[src/rtl/fta_pkg.sv]
// Constants, field layouts and lookup functions for the T1 aggregate channel mapper.
// Assumes a 100 MHz system clock and a plain strobe-based register port.
// Notes on behaviour
// - Aggregate timed from crystal, receive, channel or station
// - Station rate is N times 8 kb/s
// - Station variant offers no channel 3 timing
// - Channel timing needs that channel in first loop
// - Framing is D4 or two extended superframes
// - Line code is AMI or B8ZS
// - Pulse distance applies in DSX-1 only
// - DSX-1 with attenuation switch off 0 dB flags error
// - Channel rates come from selected family table
// - Family change invalidates all channel rates
// - Family does not affect slot packing
// - Density enforcer forces Nth zero to one
// - Full byte packing puts eight bits per slot
// - Every other slot packing fills gaps with ones
// - Seventh bit stuffing forces eighth bit one
// - Packing change invalidates that channel's rate
// - Slot and rate allocation is exclusive, slots 1-24
// - First loop uses DTE clock, second uses send clock
// - Missing DTE clock falls back to second loop
// - Clock inversion inverts the selected channel clock
// - Data inversion inverts channel data on network
// - Request ignore treats RTS as always asserted
// - Request carry sends RTS state with data
// - Channel timing without valid rate reverts to crystal
package fta_pkg;

  localparam int FTA_NCH = 4;
  localparam int FTA_SLOTS = 24;
  localparam int FTA_ESF_FRAMES = 24;

  localparam logic [7:0] FTA_AGG_OFS = 8'h00;
  localparam logic [7:0] FTA_CH_OFS = 8'h04;
  localparam logic [7:0] FTA_CH_STRIDE = 8'h04;
  localparam logic [7:0] FTA_STATUS_OFS = 8'h14;

  localparam int FTA_CLK_KHZ = 100000;
  localparam int FTA_T1_KBPS = 1544;
  localparam int FTA_XTAL_DIV = FTA_CLK_KHZ / FTA_T1_KBPS;
  localparam int FTA_STN_UNIT_KBPS = 8;
  localparam logic [8:0] FTA_STN_MAX = 9'(FTA_T1_KBPS / FTA_STN_UNIT_KBPS);
  localparam int FTA_TCLK_LOSS_US = 250;
  localparam int FTA_TCLK_LOSS_CYC = FTA_TCLK_LOSS_US * FTA_CLK_KHZ / 1000;

  localparam logic [11:0] FTA_D4_PATTERN = 12'h8DC;
  localparam logic [5:0] FTA_FPS_PATTERN = 6'h0B;
  localparam logic [7:0] FTA_DL_FLAG = 8'h7E;
  localparam logic [5:0] FTA_CRC_POLY = 6'h03;

  typedef enum logic [2:0] {
    FTA_TM_INT = 3'h0, FTA_TM_LOOP = 3'h1, FTA_TM_CH1 = 3'h2, FTA_TM_CH3 = 3'h3,
    FTA_TM_STN = 3'h4
  } fta_timing_t;
  typedef enum logic [1:0] {
    FTA_FR_D4 = 2'h0, FTA_FR_ESF_A = 2'h1, FTA_FR_ESF_B = 2'h2
  } fta_framing_t;
  typedef enum logic [1:0] {
    FTA_DN_NONE = 2'h0, FTA_DN_8 = 2'h1, FTA_DN_16 = 2'h2, FTA_DN_64 = 2'h3
  } fta_density_t;
  typedef enum logic [1:0] {
    FTA_PK_FULL = 2'h0, FTA_PK_ALT = 2'h1, FTA_PK_STUFF = 2'h2
  } fta_packing_t;
  typedef enum logic [1:0] {
    FTA_SW_0DB = 2'h0, FTA_SW_7DB5 = 2'h1, FTA_SW_15DB = 2'h2
  } fta_switch_t;

  // Aggregate configuration word, MSB first as it sits at FTA_AGG_OFS.
  typedef struct packed {
    logic [7:0] stn_rate;
    logic [1:0] density;
    logic rate_family_select;
    logic [2:0] pulse_dist;
    logic dsx1;
    logic b8zs;
    logic [1:0] framing;
    logic [2:0] timing;
  } fta_agg_t;

  // Per-channel configuration word.
  typedef struct packed {
    logic rts_carry;
    logic data_inv;
    logic clk_inv;
    logic loop1;
    logic [4:0] start_slot;
    logic [4:0] rate_idx;
    logic [1:0] slot_packing_mode;
  } fta_ch_t;

  localparam fta_agg_t FTA_AGG_RST = '{stn_rate: 8'hC1, density: FTA_DN_16,
    rate_family_select: 1'b0, pulse_dist: 3'h0, dsx1: 1'b0, b8zs: 1'b0,
    framing: FTA_FR_D4, timing: FTA_TM_INT};
  localparam fta_ch_t FTA_CH_RST = '0;
  localparam logic [2:0] FTA_DIST_MAX = 3'h4;

  // Data bits per frame (rate / 8 kb/s); zero marks an index outside the family.
  function automatic logic [7:0] fta_rate_bits(input logic fam56, input logic [4:0] idx);
    logic [7:0] t64 [18];
    logic [7:0] t56 [22];
    t64 = '{8'h01, 8'h02, 8'h03, 8'h04, 8'h05, 8'h06, 8'h08, 8'h10, 8'h18, 8'h20, 8'h28,
            8'h30, 8'h40, 8'h50, 8'h60, 8'h78, 8'hA0, 8'hC0};
    t56 = '{8'h01, 8'h02, 8'h03, 8'h04, 8'h05, 8'h06, 8'h07, 8'h08, 8'h0E, 8'h15, 8'h18,
            8'h1C, 8'h23, 8'h28, 8'h2A, 8'h38, 8'h46, 8'h54, 8'h69, 8'h78, 8'h8C, 8'hA8};
    if (fam56) begin
      return (idx < 5'd22) ? t56[idx] : 8'h00;
    end
    return (idx < 5'd18) ? t64[idx] : 8'h00;
  endfunction : fta_rate_bits

  // Payload positions per frame: data bits plus one status bit in request-carry mode.
  function automatic logic [7:0] fta_need(input logic fam56, input fta_ch_t c);
    return fta_rate_bits(fam56, c.rate_idx) + {7'h00, c.rts_carry};
  endfunction : fta_need

  // Number of consecutive slots a channel occupies.
  function automatic logic [5:0] fta_span(input logic fam56, input fta_ch_t c);
    logic [5:0] n;
    int per;
    n = 6'h00;
    per = (c.slot_packing_mode == FTA_PK_STUFF) ? 7 : 8;
    for (int i = 30; i >= 1; i--) begin
      if (i * per >= int'(fta_need(fam56, c))) begin
        n = 6'(i);
      end
    end
    if (c.slot_packing_mode == FTA_PK_ALT) begin
      n = 6'(2 * int'(n) - 1);
    end
    return n;
  endfunction : fta_span

endpackage : fta_pkg

[src/rtl/fta_mapper.sv]
// Transmit side of a fractional T1 aggregate built from four DTE channels.
// Assumes pins from outside arrive asynchronously and a strobe register port on i_clk.
//
// The address-and-strobe port and the register offsets were left to the implementer.
`timescale 1ns/1ps
module fta_mapper
  import fta_pkg::*;
#(
  parameter int HAS_STATION = 1,
  parameter int XTAL_DIV = FTA_XTAL_DIV,
  parameter int TCLK_LOSS_CYC = FTA_TCLK_LOSS_CYC
) (
  input wire logic i_clk, // System clock, 100 MHz.
  input wire logic i_rst_n, // Asynchronous reset, active low.
  input wire logic [7:0] i_addr, // Register byte address.
  input wire logic [31:0] i_wdata, // Register write data.
  input wire logic i_wr, // Write strobe.
  input wire logic i_rd, // Read strobe.
  output logic [31:0] o_rdata, // Read data, valid the cycle after i_rd.
  input wire logic i_rx_clk, // Clock recovered from network receive data.
  input wire logic i_stn_clk, // External station clock.
  input wire logic [1:0] i_line_attenuation_switch, // Rear switch position.
  input wire logic [3:0] i_ch_txd, // DTE transmit data per channel.
  input wire logic [3:0] i_terminal_tx_clock, // DTE transmit clock per channel.
  input wire logic [3:0] i_ch_rts, // DTE request to send per channel.
  output logic [3:0] o_ch_sclk, // Send timing to each DTE.
  output logic o_line_pos, // Positive line pulse.
  output logic o_line_neg, // Negative line pulse.
  output logic o_line_strobe, // One cycle per new line symbol.
  output logic o_attenuation_error_flag, // Illegal switch setting in DSX-1 mode.
  output logic [2:0] o_pulse_sel // Output pulse distance, zero in CSU mode.
);

  logic [15:0] pin_meta_r;
  logic [15:0] pin_sync_r;
  logic rx_s, stn_s;
  logic [1:0] sw_s;
  logic [3:0] txd_s, tclk_s, rts_s;
  logic rx_d_r, stn_d_r;
  logic [3:0] tclk_d_r;
  fta_agg_t agg_r;
  fta_ch_t ch_r [FTA_NCH];
  logic [3:0] rate_ok_r;
  logic refused_r;
  logic [3:0] tclk_act;
  logic [2:0] eff_tm, eff_tm_r;
  logic [6:0] div_r;
  logic [8:0] acc_r;
  logic stn_tick, tick;
  logic [2:0] bit_r;
  logic [4:0] slot_r;
  logic [4:0] frame_r;
  logic [7:0] cons_r [FTA_NCH];
  logic [3:0] hold_r;
  logic [3:0] take;
  logic [3:0] lvl_d_r;
  logic f_bit, map_bit, enf_bit;
  logic [5:0] crc_r, crc_tx_r, crc_nxt;
  logic [6:0] zc_r;
  logic [6:0] zlim;
  logic [7:0] dl_r;
  logic [15:0] tag_r;
  logic last_pol_r;
  logic sub_hit;

  // Every asynchronous pin passes two flops before use.
  always_ff @(posedge i_clk or negedge i_rst_n) begin
    if (!i_rst_n) begin
      pin_meta_r <= 16'h0000;
      pin_sync_r <= 16'h0000;
    end else begin
      pin_meta_r <= {i_rx_clk, i_stn_clk, i_line_attenuation_switch, i_ch_txd,
                     i_terminal_tx_clock, i_ch_rts};
      pin_sync_r <= pin_meta_r;
    end
  end

  assign rx_s = pin_sync_r[15];
  assign stn_s = pin_sync_r[14];
  assign sw_s = pin_sync_r[13:12];
  assign txd_s = pin_sync_r[11:8];
  assign tclk_s = pin_sync_r[7:4];
  assign rts_s = pin_sync_r[3:0];

  always_ff @(posedge i_clk or negedge i_rst_n) begin
    if (!i_rst_n) begin
      rx_d_r <= 1'b0;
      stn_d_r <= 1'b0;
      tclk_d_r <= 4'h0;
    end else begin
      rx_d_r <= rx_s;
      stn_d_r <= stn_s;
      tclk_d_r <= tclk_s;
    end
  end

  // Whether a write to channel k may take its rate and start slot.
  function automatic logic ch_legal(input int k, input fta_ch_t c);
    logic ok;
    logic [6:0] lo, hi, olo, ohi;
    ok = (fta_rate_bits(agg_r.rate_family_select, c.rate_idx) != 8'h00);
    ok = ok && (c.slot_packing_mode != 2'h3);
    lo = {2'b00, c.start_slot};
    hi = lo + {1'b0, fta_span(agg_r.rate_family_select, c)} - 7'h01;
    ok = ok && (lo >= 7'h01) && (hi <= 7'(FTA_SLOTS));
    for (int j = 0; j < FTA_NCH; j++) begin
      olo = {2'b00, ch_r[j].start_slot};
      ohi = olo + {1'b0, fta_span(agg_r.rate_family_select, ch_r[j])} - 7'h01;
      if (j != k && rate_ok_r[j] && lo <= ohi && olo <= hi) begin
        ok = 1'b0;
      end
    end
    return ok;
  endfunction : ch_legal

  // Aggregate configuration register.
  always_ff @(posedge i_clk or negedge i_rst_n) begin
    if (!i_rst_n) begin
      agg_r <= FTA_AGG_RST;
    end else if (i_wr && i_addr == FTA_AGG_OFS) begin
      agg_r <= fta_agg_t'(i_wdata[$bits(fta_agg_t)-1:0]);
      if (i_wdata[2:0] > FTA_TM_STN) begin
        agg_r.timing <= FTA_TM_INT;
      end else if (HAS_STATION != 0 && i_wdata[2:0] == FTA_TM_CH3) begin
        agg_r.timing <= FTA_TM_INT;
      end else if (HAS_STATION == 0 && i_wdata[2:0] == FTA_TM_STN) begin
        agg_r.timing <= FTA_TM_INT;
      end
      if (i_wdata[4:3] == 2'h3) begin
        agg_r.framing <= FTA_FR_D4;
      end
      if (i_wdata[9:7] > FTA_DIST_MAX) begin
        agg_r.pulse_dist <= FTA_DIST_MAX;
      end
      if (i_wdata[20:13] == 8'h00) begin
        agg_r.stn_rate <= 8'h01;
      end else if ({1'b0, i_wdata[20:13]} > FTA_STN_MAX) begin
        agg_r.stn_rate <= FTA_STN_MAX[7:0];
      end
    end
  end

  // Channel configuration and rate validity.
  always_ff @(posedge i_clk or negedge i_rst_n) begin
    if (!i_rst_n) begin
      for (int k = 0; k < FTA_NCH; k++) begin
        ch_r[k] <= FTA_CH_RST;
      end
      rate_ok_r <= 4'h0;
      refused_r <= 1'b0;
    end else if (i_wr && i_addr == FTA_AGG_OFS) begin
      if (i_wdata[10] != agg_r.rate_family_select) begin
        rate_ok_r <= 4'h0;
      end
    end else if (i_wr) begin
      for (int k = 0; k < FTA_NCH; k++) begin
        if (i_addr == FTA_CH_OFS + 8'(k) * FTA_CH_STRIDE) begin
          ch_r[k] <= fta_ch_t'(i_wdata[15:0]);
          if (rate_ok_r[k] && i_wdata[1:0] != ch_r[k].slot_packing_mode) begin
            rate_ok_r[k] <= 1'b0;
            refused_r <= 1'b0;
          end else begin
            rate_ok_r[k] <= ch_legal(k, fta_ch_t'(i_wdata[15:0]));
            refused_r <= !ch_legal(k, fta_ch_t'(i_wdata[15:0]));
          end
        end
      end
    end
  end

  // DTE clock presence, capture clock and held data per channel.
  genvar g;
  generate
    for (g = 0; g < FTA_NCH; g++) begin : g_ch
      logic [14:0] idle_r;
      logic lvl;
      always_ff @(posedge i_clk or negedge i_rst_n) begin
        if (!i_rst_n) begin
          idle_r <= 15'h7FFF;
        end else if (tclk_s[g] && !tclk_d_r[g]) begin
          idle_r <= 15'h0000;
        end else if (idle_r != 15'h7FFF) begin
          idle_r <= idle_r + 15'h0001;
        end
      end
      assign tclk_act[g] = (int'(idle_r) < TCLK_LOSS_CYC);
      // First loop takes the DTE clock while it runs, else the send clock.
      assign lvl = (ch_r[g].loop1 && tclk_act[g]) ? (tclk_s[g] ^ ch_r[g].clk_inv)
                                                   : o_ch_sclk[g];
      always_ff @(posedge i_clk or negedge i_rst_n) begin
        if (!i_rst_n) begin
          lvl_d_r[g] <= 1'b0;
          hold_r[g] <= 1'b1;
          o_ch_sclk[g] <= 1'b0;
        end else begin
          lvl_d_r[g] <= lvl;
          if (lvl && !lvl_d_r[g]) begin
            hold_r[g] <= txd_s[g];
          end
          o_ch_sclk[g] <= take[g] ^ ch_r[g].clk_inv;
        end
      end
    end
  endgenerate

  // Timing source actually in use.
  always_comb begin
    eff_tm = agg_r.timing;
    if (agg_r.timing == FTA_TM_CH1) begin
      if (!(rate_ok_r[0] && ch_r[0].loop1 && tclk_act[0])) begin
        eff_tm = FTA_TM_INT;
      end
    end else if (agg_r.timing == FTA_TM_CH3) begin
      if (!(rate_ok_r[2] && ch_r[2].loop1 && tclk_act[2])) begin
        eff_tm = FTA_TM_INT;
      end
    end
  end

  always_ff @(posedge i_clk or negedge i_rst_n) begin
    if (!i_rst_n) begin
      eff_tm_r <= FTA_TM_INT;
    end else begin
      eff_tm_r <= eff_tm;
    end
  end

  // Crystal divider and station-clock rate converter.
  always_ff @(posedge i_clk or negedge i_rst_n) begin
    if (!i_rst_n) begin
      div_r <= 7'h00;
      acc_r <= 9'h000;
    end else begin
      div_r <= (int'(div_r) >= XTAL_DIV - 1) ? 7'h00 : div_r + 7'h01;
      if (eff_tm_r != FTA_TM_STN) begin
        acc_r <= 9'h000;
      end else begin
        acc_r <= acc_r + ((stn_s && !stn_d_r) ? FTA_STN_MAX : 9'h000) -
                 (stn_tick ? {1'b0, agg_r.stn_rate} : 9'h000);
      end
    end
  end

  // Station ticks sit on the crystal grid so line strobes and send clocks stay single pulses.
  assign stn_tick = (acc_r >= {1'b0, agg_r.stn_rate}) && (div_r == 7'h00);

  always_comb begin
    case (eff_tm_r)
      FTA_TM_LOOP: tick = rx_s && !rx_d_r;
      FTA_TM_CH1: tick = tclk_s[0] && !tclk_d_r[0];
      FTA_TM_CH3: tick = tclk_s[2] && !tclk_d_r[2];
      FTA_TM_STN: tick = stn_tick;
      default: tick = (div_r == 7'h00);
    endcase
  end

  // Frame position: slot 0 is the framing bit, slots 1 to 24 carry eight bits each.
  always_ff @(posedge i_clk or negedge i_rst_n) begin
    if (!i_rst_n) begin
      bit_r <= 3'h0;
      slot_r <= 5'h00;
      frame_r <= 5'h00;
    end else if (tick) begin
      if (slot_r == 5'h00) begin
        slot_r <= 5'h01;
        bit_r <= 3'h0;
      end else if (bit_r == 3'h7) begin
        bit_r <= 3'h0;
        if (slot_r == 5'(FTA_SLOTS)) begin
          slot_r <= 5'h00;
          frame_r <= (frame_r == 5'(FTA_ESF_FRAMES - 1)) ? 5'h00 : frame_r + 5'h01;
        end else begin
          slot_r <= slot_r + 5'h01;
        end
      end else begin
        bit_r <= bit_r + 3'h1;
      end
    end
  end

  // Framing bit for the current frame.
  always_comb begin
    logic [4:0] f12;
    f12 = (frame_r >= 5'd12) ? frame_r - 5'd12 : frame_r;
    f_bit = 1'b1;
    if (agg_r.framing == FTA_FR_D4) begin
      f_bit = FTA_D4_PATTERN[4'(5'd11 - f12)];
    end else if (frame_r[1:0] == 2'h3) begin
      f_bit = FTA_FPS_PATTERN[3'(3'd5 - frame_r[4:2])];
    end else if (frame_r[1:0] == 2'h1) begin
      f_bit = crc_tx_r[3'(3'd5 - frame_r[4:2])];
    end else if (agg_r.framing == FTA_FR_ESF_A) begin
      f_bit = FTA_DL_FLAG[3'(3'd7 - frame_r[3:1])];
    end
  end

  // Slot mapper: picks the owning channel and the bit it places here.
  always_comb begin
    logic [5:0] rel;
    logic [5:0] span;
    logic [3:0] per;
    logic data_slot;
    rel = 6'h00;
    span = 6'h00;
    per = 4'h0;
    data_slot = 1'b0;
    map_bit = 1'b1;
    take = 4'h0;
    for (int k = 0; k < FTA_NCH; k++) begin
      rel = {1'b0, slot_r} - {1'b0, ch_r[k].start_slot};
      span = fta_span(agg_r.rate_family_select, ch_r[k]);
      per = (ch_r[k].slot_packing_mode == FTA_PK_STUFF) ? 4'h7 : 4'h8;
      data_slot = rate_ok_r[k] && slot_r != 5'h00 && slot_r >= ch_r[k].start_slot &&
                  rel < span && (ch_r[k].slot_packing_mode != FTA_PK_ALT || !rel[0]);
      if (data_slot && {1'b0, bit_r} < per &&
          cons_r[k] < fta_need(agg_r.rate_family_select, ch_r[k])) begin
        if (ch_r[k].rts_carry && cons_r[k] == 8'h00) begin
          map_bit = rts_s[k];
        end else if (ch_r[k].rts_carry && !rts_s[k]) begin
          map_bit = 1'b1;
        end else begin
          map_bit = hold_r[k] ^ ch_r[k].data_inv;
          take[k] = tick;
        end
      end
    end
  end

  always_ff @(posedge i_clk or negedge i_rst_n) begin
    if (!i_rst_n) begin
      for (int k = 0; k < FTA_NCH; k++) begin
        cons_r[k] <= 8'h00;
      end
    end else if (tick) begin
      for (int k = 0; k < FTA_NCH; k++) begin
        if (slot_r == 5'h00) begin
          cons_r[k] <= 8'h00;
        end else if (take[k]) begin
          cons_r[k] <= cons_r[k] + 8'h01;
        end
      end
      for (int k = 0; k < FTA_NCH; k++) begin
        if (slot_r != 5'h00 && ch_r[k].rts_carry && !take[k] && rate_ok_r[k] &&
            slot_r >= ch_r[k].start_slot &&
            ({1'b0, slot_r} - {1'b0, ch_r[k].start_slot}) <
            fta_span(agg_r.rate_family_select, ch_r[k]) &&
            (ch_r[k].slot_packing_mode != FTA_PK_ALT ||
             !(slot_r[0] ^ ch_r[k].start_slot[0])) &&
            ({1'b0, bit_r} < ((ch_r[k].slot_packing_mode == FTA_PK_STUFF) ? 4'h7 : 4'h8)) &&
            cons_r[k] < fta_need(agg_r.rate_family_select, ch_r[k])) begin
          cons_r[k] <= cons_r[k] + 8'h01;
        end
      end
    end
  end

  // CRC-6 over each superframe, framing bits taken as ones, sent in the next one.
  assign crc_nxt = {crc_r[4:0], 1'b0} ^
                   ((crc_r[5] ^ (slot_r == 5'h00 ? 1'b1 : map_bit)) ? FTA_CRC_POLY : 6'h00);

  always_ff @(posedge i_clk or negedge i_rst_n) begin
    if (!i_rst_n) begin
      crc_r <= 6'h00;
      crc_tx_r <= 6'h00;
    end else if (tick) begin
      if (frame_r == 5'(FTA_ESF_FRAMES - 1) && slot_r == 5'(FTA_SLOTS) && bit_r == 3'h7) begin
        crc_tx_r <= crc_nxt;
        crc_r <= 6'h00;
      end else begin
        crc_r <= crc_nxt;
      end
    end
  end

  // Zero-density enforcer.
  always_comb begin
    case (agg_r.density)
      FTA_DN_8: zlim = 7'd7;
      FTA_DN_16: zlim = 7'd15;
      FTA_DN_64: zlim = 7'd63;
      default: zlim = 7'h7F;
    endcase
    enf_bit = (slot_r == 5'h00) ? f_bit : map_bit;
    if (agg_r.density != FTA_DN_NONE && !enf_bit && zc_r >= zlim) begin
      enf_bit = 1'b1;
    end
  end

  always_ff @(posedge i_clk or negedge i_rst_n) begin
    if (!i_rst_n) begin
      zc_r <= 7'h00;
    end else if (tick) begin
      if (enf_bit) begin
        zc_r <= 7'h00;
      end else if (zc_r != 7'h7F) begin
        zc_r <= zc_r + 7'h01;
      end
    end
  end

  // Eight-bit delay line; B8ZS tags a run of eight zeros as 000BVBVB.
  assign sub_hit = agg_r.b8zs && {dl_r[6:0], enf_bit} == 8'h00 && tag_r[13:0] == 14'h0000;

  always_ff @(posedge i_clk or negedge i_rst_n) begin
    if (!i_rst_n) begin
      dl_r <= 8'h00;
      tag_r <= 16'h0000;
      last_pol_r <= 1'b0;
      o_line_pos <= 1'b0;
      o_line_neg <= 1'b0;
      o_line_strobe <= 1'b0;
    end else begin
      o_line_strobe <= tick;
      if (tick) begin
        dl_r <= {dl_r[6:0], enf_bit};
        if (sub_hit) begin
          tag_r <= 16'h0266;
        end else begin
          tag_r <= {tag_r[13:0], 2'b00};
        end
        if (tag_r[15:14] == 2'h1) begin
          o_line_pos <= last_pol_r;
          o_line_neg <= !last_pol_r;
        end else if (tag_r[15:14] == 2'h2 || dl_r[7]) begin
          o_line_pos <= !last_pol_r;
          o_line_neg <= last_pol_r;
          last_pol_r <= !last_pol_r;
        end else begin
          o_line_pos <= 1'b0;
          o_line_neg <= 1'b0;
        end
      end
    end
  end

  // Line interface type outputs.
  always_ff @(posedge i_clk or negedge i_rst_n) begin
    if (!i_rst_n) begin
      o_pulse_sel <= 3'h0;
      o_attenuation_error_flag <= 1'b0;
    end else begin
      o_pulse_sel <= agg_r.dsx1 ? agg_r.pulse_dist : 3'h0;
      o_attenuation_error_flag <= agg_r.dsx1 && sw_s != FTA_SW_0DB;
    end
  end

  // Register read port.
  always_ff @(posedge i_clk or negedge i_rst_n) begin
    if (!i_rst_n) begin
      o_rdata <= 32'h00000000;
    end else if (!i_rd) begin
      o_rdata <= 32'h00000000;
    end else if (i_addr == FTA_AGG_OFS) begin
      o_rdata <= {11'h000, agg_r};
    end else if (i_addr == FTA_STATUS_OFS) begin
      o_rdata <= {17'h00000, refused_r, tclk_act, rate_ok_r, sw_s,
                  o_attenuation_error_flag, eff_tm_r};
    end else if (i_addr >= FTA_CH_OFS && i_addr < FTA_STATUS_OFS && i_addr[1:0] == 2'h0) begin
      o_rdata <= {16'h0000, ch_r[2'(i_addr[4:2] - 3'h1)]};
    end else begin
      o_rdata <= 32'h00000000;
    end
  end

endmodule : fta_mapper

[config.mk]
export PLATFORM = sky130hd
export DESIGN_NAME = fta_mapper
export DESIGN_NICKNAME = d
export VERILOG_FILES = /design/src/rtl/fta_pkg.sv /design/src/rtl/fta_mapper.sv
export SDC_FILE = /design/constraint.sdc
export NUM_CORES = 1
export LEC_CHECK = 0
export BUFFER_PORTS_ARGS = -buffer_cell sky130_fd_sc_hd__buf_4
export CAP_MARGIN = 20
export CORE_MARGIN = 5
export CORE_UTILIZATION = 30
export CTS_CLUSTER_DIAMETER = 100
export DETAILED_ROUTE_END_ITERATION = 12
export HOLD_SLACK_MARGIN = 0.05
export PLACE_DENSITY_LB_ADDON = 0.15
export SETUP_SLACK_MARGIN = 0.02
export SYNTH_ARGS = -nofsm -noshare
export SYNTH_HDL_FRONTEND = slang
export SYNTH_SLANG_ARGS = --single-unit
[constraint.sdc]
create_clock -name i_clk -period 8.76 [get_ports i_clk]
set_input_delay 1.752 -clock i_clk [delete_from_list [all_inputs] [get_ports i_clk]]
set_output_delay 1.752 -clock i_clk [all_outputs]
set_load 0.02 [all_outputs]
Word level (Yosys, flattened, before mapping). Memories as Yosys holds them, arrays and structs flattened. Cells that the tools add are included. W data, S select, Z words.

Muxes and demuxes: 1181. Reductions and logical operators: 227. Bitwise logic cells: 27. $lt $le $gt $ge: 805. Shifts and indexed selects: 0. Eq/ne operators: 51. Div/mod/pow operators: 0. Multiply operators: 125. Add/subtract/negate cells: 104.

Operators by type and width (number): $ge A32 B9 Y1 (580); $mux W6 (856); $mux W8 (143); $ge A9 B8 Y1 (64); $mul A4 B4 Y8 const A (40); $mul A5 B4 Y9 const A (35); $ge A8 B8 Y1 (39); $mul A3 B4 Y7 const A (30); $add A8 B1 Y8 (24); $le A5 B7 Y1 (24); $mux W5 (29); $ge A7 B8 Y1 (18); $sub A6 B1 Y6 const B (24); $logic_and A1 B1 Y1 (133); $mul A2 B4 Y6 const A (20); $mux W15 (8); $add A5 B6 Y7 (16); $sub A7 B1 Y7 const B (16); $mux W1 (105); $ge A6 B8 Y1 (10); $mux W16 (5); $lt A8 B8 Y1 (8); $add A15 B1 Y15 const B (4); $lt A15 B15 Y1 const B (4); other kinds (76) (285).

Memory bits (writable): 0. Bits in registers: 347. ROM bits: 2592. Memories: 13. Output and inout bits: 43. Bits in latches: 0. Logic and storage cells: 2617.

Memory list: (no name shown) (words 32, width 8, read ports 1, clocked after Yosys merged registers in 0, write ports 0, line fta_pkg.sv:107) `return (idx < 5'd22) ? t56[idx] : 8'h00;`; (no name shown) (words 32, width 8, read ports 1, clocked after Yosys merged registers in 0, write ports 0, line fta_pkg.sv:109) `return (idx < 5'd18) ? t64[idx] : 8'h00;`; (no name shown) (words 32, width 8, read ports 1, clocked after Yosys merged registers in 0, write ports 0, line fta_pkg.sv:109); (no name shown) (words 32, width 8, read ports 1, clocked after Yosys merged registers in 0, write ports 0, line fta_pkg.sv:109); (no name shown) (words 32, width 8, read ports 1, clocked after Yosys merged registers in 0, write ports 0, line fta_pkg.sv:109); (no name shown) (words 32, width 8, read ports 1, clocked after Yosys merged registers in 0, write ports 0, line fta_pkg.sv:107); +7 memories.

Depth between registers and ports, before layout.
Depth in word-level cells: 71. Depth in mapped cells: 48. Mapped depth without buffers: 45.

Worst setup path after synthesis. No wires, ideal clock.

Path kind: input to register. From: in i_wdata[4]. To: reg refused_r. Buffers on the path: 4. Cell stages on the path: 42. Data arrival time: 9603 ps. Setup slack: -972 ps. Library setup time: 129 ps. Data required time: 8631 ps. Cells stage by stage: buf_4 buf_4 clkbuf_1 nor2_1 nand2_1 a211oi_1 a21oi_1 o21ai_0 ha_1 ha_1 buf_2 inv_1 nor4_1 nor3_2 ha_1 a21o_1 nor2_1 mux2_2 [6 not listed] ha_1 a21o_1 ha_1 inv_1 ha_1 a21o_1 a21oi_1 xor2_1 ha_1 nand3_1 nor2_1 o21ai_0 a21oi_1 a21oi_1 nand4b_1 nor3_1 o22ai_1 o41a_1.

Longest elaborated chain between the ends: 70.

Ends and longest elaborated chain: start: declaration (line fta_mapper.sv:16) `input wire logic [31:0] i_wdata,`; $not A5 Y6; $mem_v2 Z32 W8; $mux W8 (9 in series); $add A8 B1 Y8; $ge A32 B9 Y1; $mux W5; $mux W6 (33 in series); $sub A6 B1 Y6; $mux W6 (5 in series); $add A5 B6 Y7; $sub A7 B1 Y7; $le A7 B5 Y1 / $le A5 B7 Y1 (equally long branches); $logic_and A1 B1 Y1 (on tied branches); $mux W1 (7 in series); $logic_not A1 Y1; $mux W1 (4 in series); $mux W1 *; end signal: assignment (line fta_mapper.sv:164) `refused_r <= !ch_legal(k, fta_ch_t'(i_wdata[15:0]));`; end: declaration (line fta_mapper.sv:44) `logic refused_r;`.

Every way passes the cells marked *; elsewhere a longest branch is shown, timed or not. The select of a mux whose other input is x is not followed. A chain may end at the register's enable or synchronous reset.

Final worst setup path.
From: in i_wdata[2]. To: reg refused_r.

The elaborated chain is that of the path after synthesis.

==> out/qor.log <==
qor: status.status finished, violations left
qor: status.violated_checks negative setup slack
qor: yosys.synth_top_family_by_area compound AO/OA/AOI/OAI gates
qor: sta.final.setup_skew 21.75 ps
qor: placement.io_buffers 80
qor: clocking.clk_path_buf_depth 3
qor: critical_path.crit_path_max_incr_delay 440 ps
qor: pwr.leakage_power 0.01867 uW
qor: clocking.clk_root_buffer_cell sky130_fd_sc_hd__clkbuf_16
qor: critical_path.slowest_stage sky130_fd_sc_hd__fa_1
qor: sta.post-route-period-util 100.2%
qor: yosys.synthSimpleGateAreaFrac 20.97%
qor: floorplan.core.rowCount 121
qor: floorplan.effective_utilization_at_floorplan 30.30%
qor: critical_path.timing.critical_path.required 9210 ps
qor: clocking.clock-sinks 331
qor: sta.drv_slew 0
qor: min_path.hold_path.class register to register
qor: global_routing.largest_net_degree_at_the_start_of_global_routing 152
qor: floorplan.floorplan.die_area 0.1170 mm2
qor: min_path.worstHoldEndpoint pin_sync_r[10]$_DFF_PN0_
qor: sta.tightest_slew 1261 ps
qor: route.ant_nets 0
qor: clocking.tritoncts built
qor: floorplan.floorplan.die.width 342.1 um
qor: yosys.netlist_instances 3973
qor: final_layout.final_layout_size_suffix_gt1_share 26.24%
qor: floorplan.core_area 0.1092 mm2
qor: critical_path.setup_slack_of_the_most_critical_reg_to_reg_path 160 ps
qor: job.maxCapViolations 0
qor: final_layout.stdcell_count 6046
qor: final_layout.layout.core_utilization 38.56%
qor: clocking.htreeDepth 2
qor: route.wl_met3 4972 um
qor: yosys.post_synth_xor_area_fraction 4.565%
qor: placement.post-dp-hpwl 90290 um
qor: critical_path.regToRegEndpoint refused_r$_DFFE_PN0P_
qor: route.via_per_inst 5.210
qor: yosys.synth.yosys.seq_area_share 25.30%
qor: yosys.yosysTopAreaCellShare 19.90%
qor: critical_path.data_arrival_time_of_the_worst_path 9230 ps
qor: clocking.cts_made_buffers 43
qor: route.via_count 31.50k
qor: critical_path.cpMostUsedCell sky130_fd_sc_hd__ha_4
qor: global_routing.grt_overflow 0
qor: route.routedWlPerCell 19.08 um
qor: pwr.power_density_normalized_to_cell_area 158.9 mW/mm2
qor: yosys.yosys_warnings 0
qor: critical_path.worstSetupStartpointType primary input
qor: clocking.cts_hold_repair.buffers 0
qor: global_routing.global_route.usage.total 18.95%
qor: sta.rsz_0062_raised_after_global_routing true
qor: route.routed-wl-met2 51620 um
qor: route.highest_layer met5
qor: yosys.synth_compound_gate_area_share 24.81%
qor: floorplan.io_pins 103
qor: yosys.postSynthAreaPerCell 8.326 um2
qor: final_layout.multi_input_area 0.02433 mm2
qor: route.drt-total-wl 115300 um
qor: critical_path.worst-path-max-fanout 4
qor: route.drcViolationCount 0
qor: final_layout.n_antenna_cell 0
qor: final_layout.layout-area-overhead-vs-synth 27.23%
qor: yosys.synth_adder_area_share 15.27%
qor: yosys.yosysUniqueCellTypes 133
qor: route.drt_first_pass_iters 7
qor: yosys.async_flop_share 100.0%
qor: route.routedLengthMet1 56150 um
qor: yosys.syn_area 0.03308 mm2
qor: global_routing.first_global_vias 30.35k
qor: route.drtIter0Drc 2096
qor: yosys.flops_latches_synth 331
qor: min_path.worst_hold_startpoint pin_meta_r[10]$_DFF_PN0_
qor: floorplan.die_boundary_height 342.1 um
qor: sta.setup-violations-final 1
qor: final_layout.seq_area 0.008371 mm2
qor: placement.dpl.cell_count 5916
qor: yosys.synth_top_area_cells sky130_fd_sc_hd__dfrtp_1 20%, sky130_fd_sc_hd__ha_1 14%, sky130_fd_sc_hd__dfstp_2 5.4%
qor: yosys.most_frequent_cells_after_synthesis 382 x sky130_fd_sc_hd__ha_1, 362 x sky130_fd_sc_hd__nand2_1, 335 x sky130_fd_sc_hd__nor2_1
qor: yosys.synthMuxAreaShare 3.760%
qor: critical_path.setup.worst_path.class primary input to register
qor: min_path.min_delay_path_depth 0
qor: sta.fmaxAchievable 0.1139 GHz
qor: yosys.yosys.cell_count.top_type sky130_fd_sc_hd__ha_1
qor: yosys.synth_edf_count 0
qor: critical_path.crit-reg2reg-launch agg_r[10]$_DFFE_PN0P_
qor: yosys.synth_flop_cell sky130_fd_sc_hd__dfrtp_1
qor: clocking.insertion_delay 590 ps
qor: final_layout.design.final.nets 4993
qor: global_routing.grt_pass1_wl 178200 um
qor: global_routing.grt_antenna_before_repair 2
qor: clocking.cts.clk_slew.worst_paths 60 ps
qor: yosys.synth_largest_area_cell sky130_fd_sc_hd__dfrtp_1
qor: placement.routabilityCongestion 0.9134
qor: critical_path.end_kind register
qor: sta.worst_slew_margin_rel 15.79%
qor: final_layout.fillCellCount 11.21k
qor: sta.fin_crit 8780 ps
qor: sta.setup_total_negative_slack -19.75 ps
qor: sta.final-hold-violation-count 0
qor: sta.setup_slack -19.75 ps
qor: pwr.ir_worst_vdd 0.1160 mV
qor: critical_path.timing.reg2reg.worst_path_depth 40
==> routing by layer <==
| layer | vias to the layer above | global-route usage (%) |
|---|---|---|
| li1 | 15630 | - |
| met1 | 15070 | 27.30 |
| met2 | 659 | 30.67 |
| met3 | 140 | 2.135 |
| met4 | 2 | 3.945 |
| met5 | - | 0 |
==> layout make-up <==
type	count	area share, %
repair buffers	667	12.13
clock inverters	21	0.6005
clock buffers	56	2.792
inverters	265	2.399
flip-flops and latches	331	19.89
multi-input cells	3230	57.80
well taps	1476	4.388
==> flip-flops by register name (all words and copies together) (netlist names), 3 cells and up <==
| name | count |
|---|---|
| ch_r | 64 |
| g_ch.idle_r | 60 |
| cons_r | 32 |
| agg_r | 21 |
| o_rdata | 21 |
| pin_meta_r | 16 |
| pin_sync_r | 16 |
| tag_r | 11 |
| acc_r | 9 |
| dl_r | 8 |
| div_r | 7 |
| zc_r | 7 |
| crc_r | 6 |
| crc_tx_r | 6 |
| frame_r | 5 |
| slot_r | 5 |
| hold_r | 4 |
| lvl_d_r | 4 |
| o_ch_sclk | 4 |
| rate_ok_r | 4 |
| tclk_d_r | 4 |
| bit_r | 3 |
| eff_tm_r | 3 |
| o_pulse_sel | 3 |
==> stage by stage <==
step           area, um2  hold slack (ps)  worst slack (ps)  total power [uW]
2_1_floorplan      33250            331.2            -187.9              3605
3_3_place_gp       38980            334.1            -745.5              4647
3_5_place_dp       38980            336.5            -805.4              4668
4_1_cts            40620            350.0            -19.33              6552
5_1_grt            42090            354.1            -331.1              7185
6_report           42090            349.4            -19.75              6687
==> worst max-delay path, delay by kind of cell <==
kind / cells / cell delay, ps
multiplexers: 1 / 160
AO/OA/AOI/OAI: 19 / 3940
adder cells (fa/ha/maj): 7 / 1860
AND/OR/NAND/NOR: 7 / 1050
buffers and inverters: 4 / 250
XOR/XNOR: 1 / 190
==> power by group <==
part | switching, uW | internal [uW]
clock network | 735 | 1070
logic | 1660 | 1360
registers | 172 | 1700
total | 2560 | 4120
==> logic make-up (layout without fill, tap and decap cells) <==
kind of cell | count (synthesis) | after routing
buffers and inverters | 423 | 1009
other | 1 | 12
adders and majority gates | 396 | 396
DFF | 331 | 331
and+or+nand+nor | 1384 | 1384
xor gates and xnor gates | 166 | 166
AOI/OAI and AO/OA | 1175 | 1175
muxes | 97 | 97
==> layout by cell type (no fill, tap or decap), drive strengths merged, types with 15 or more instances in the layout <==
| cell | n |
|---|---|
| a211oi | 45 |
| a311oi | 24 |
| o21bai | 33 |
| o32ai | 15 |
| o221ai | 18 |
| nor3b | 28 |
| nor2b | 69 |
| mux2i | 32 |
| a21o | 104 |
| xnor2 | 86 |
| mux2 | 48 |
| nand3 | 119 |
| nand4 | 35 |
| or3 | 39 |
| inv | 266 |
| ha | 382 |
| or2 | 25 |
| o21a | 38 |
| buf | 667 |
| mux4 | 17 |
| dfrtp | 263 |
| and2 | 51 |
| dfstp | 68 |
| nor2 | 336 |
| a31oi | 55 |
| a21oi | 280 |
| a221oi | 22 |
| o31ai | 32 |
| clkbuf | 56 |
| and3 | 59 |
| nand2b | 92 |
| o211ai | 38 |
| a31o | 16 |
| nor3 | 75 |
| xor2 | 80 |
| o22ai | 21 |
| a21boi | 18 |
| nor4 | 27 |
| nand2 | 363 |
| o21ai | 255 |
==> timing repair <==
action	4_1_cts	5_1_grt
buffers inserted	4	50
pin swaps	23	138
resized for setup	40	233
endpoints found under the setup margin	18	32
==> worst max path at each step <==
stage               startpoint                     to  slack, ps
floorplan           i_wdata[4]  refused_r$_DFFE_PN0P_       -190
global placement    i_wdata[2]  refused_r$_DFFE_PN0P_       -750
detailed placement  i_wdata[2]  refused_r$_DFFE_PN0P_       -810
CTS                 i_wdata[2]  refused_r$_DFFE_PN0P_        -20
global route        i_wdata[2]  refused_r$_DFFE_PN0P_       -330
finish              i_wdata[2]  refused_r$_DFFE_PN0P_        -20
Power figures use the tool's default switching activity.
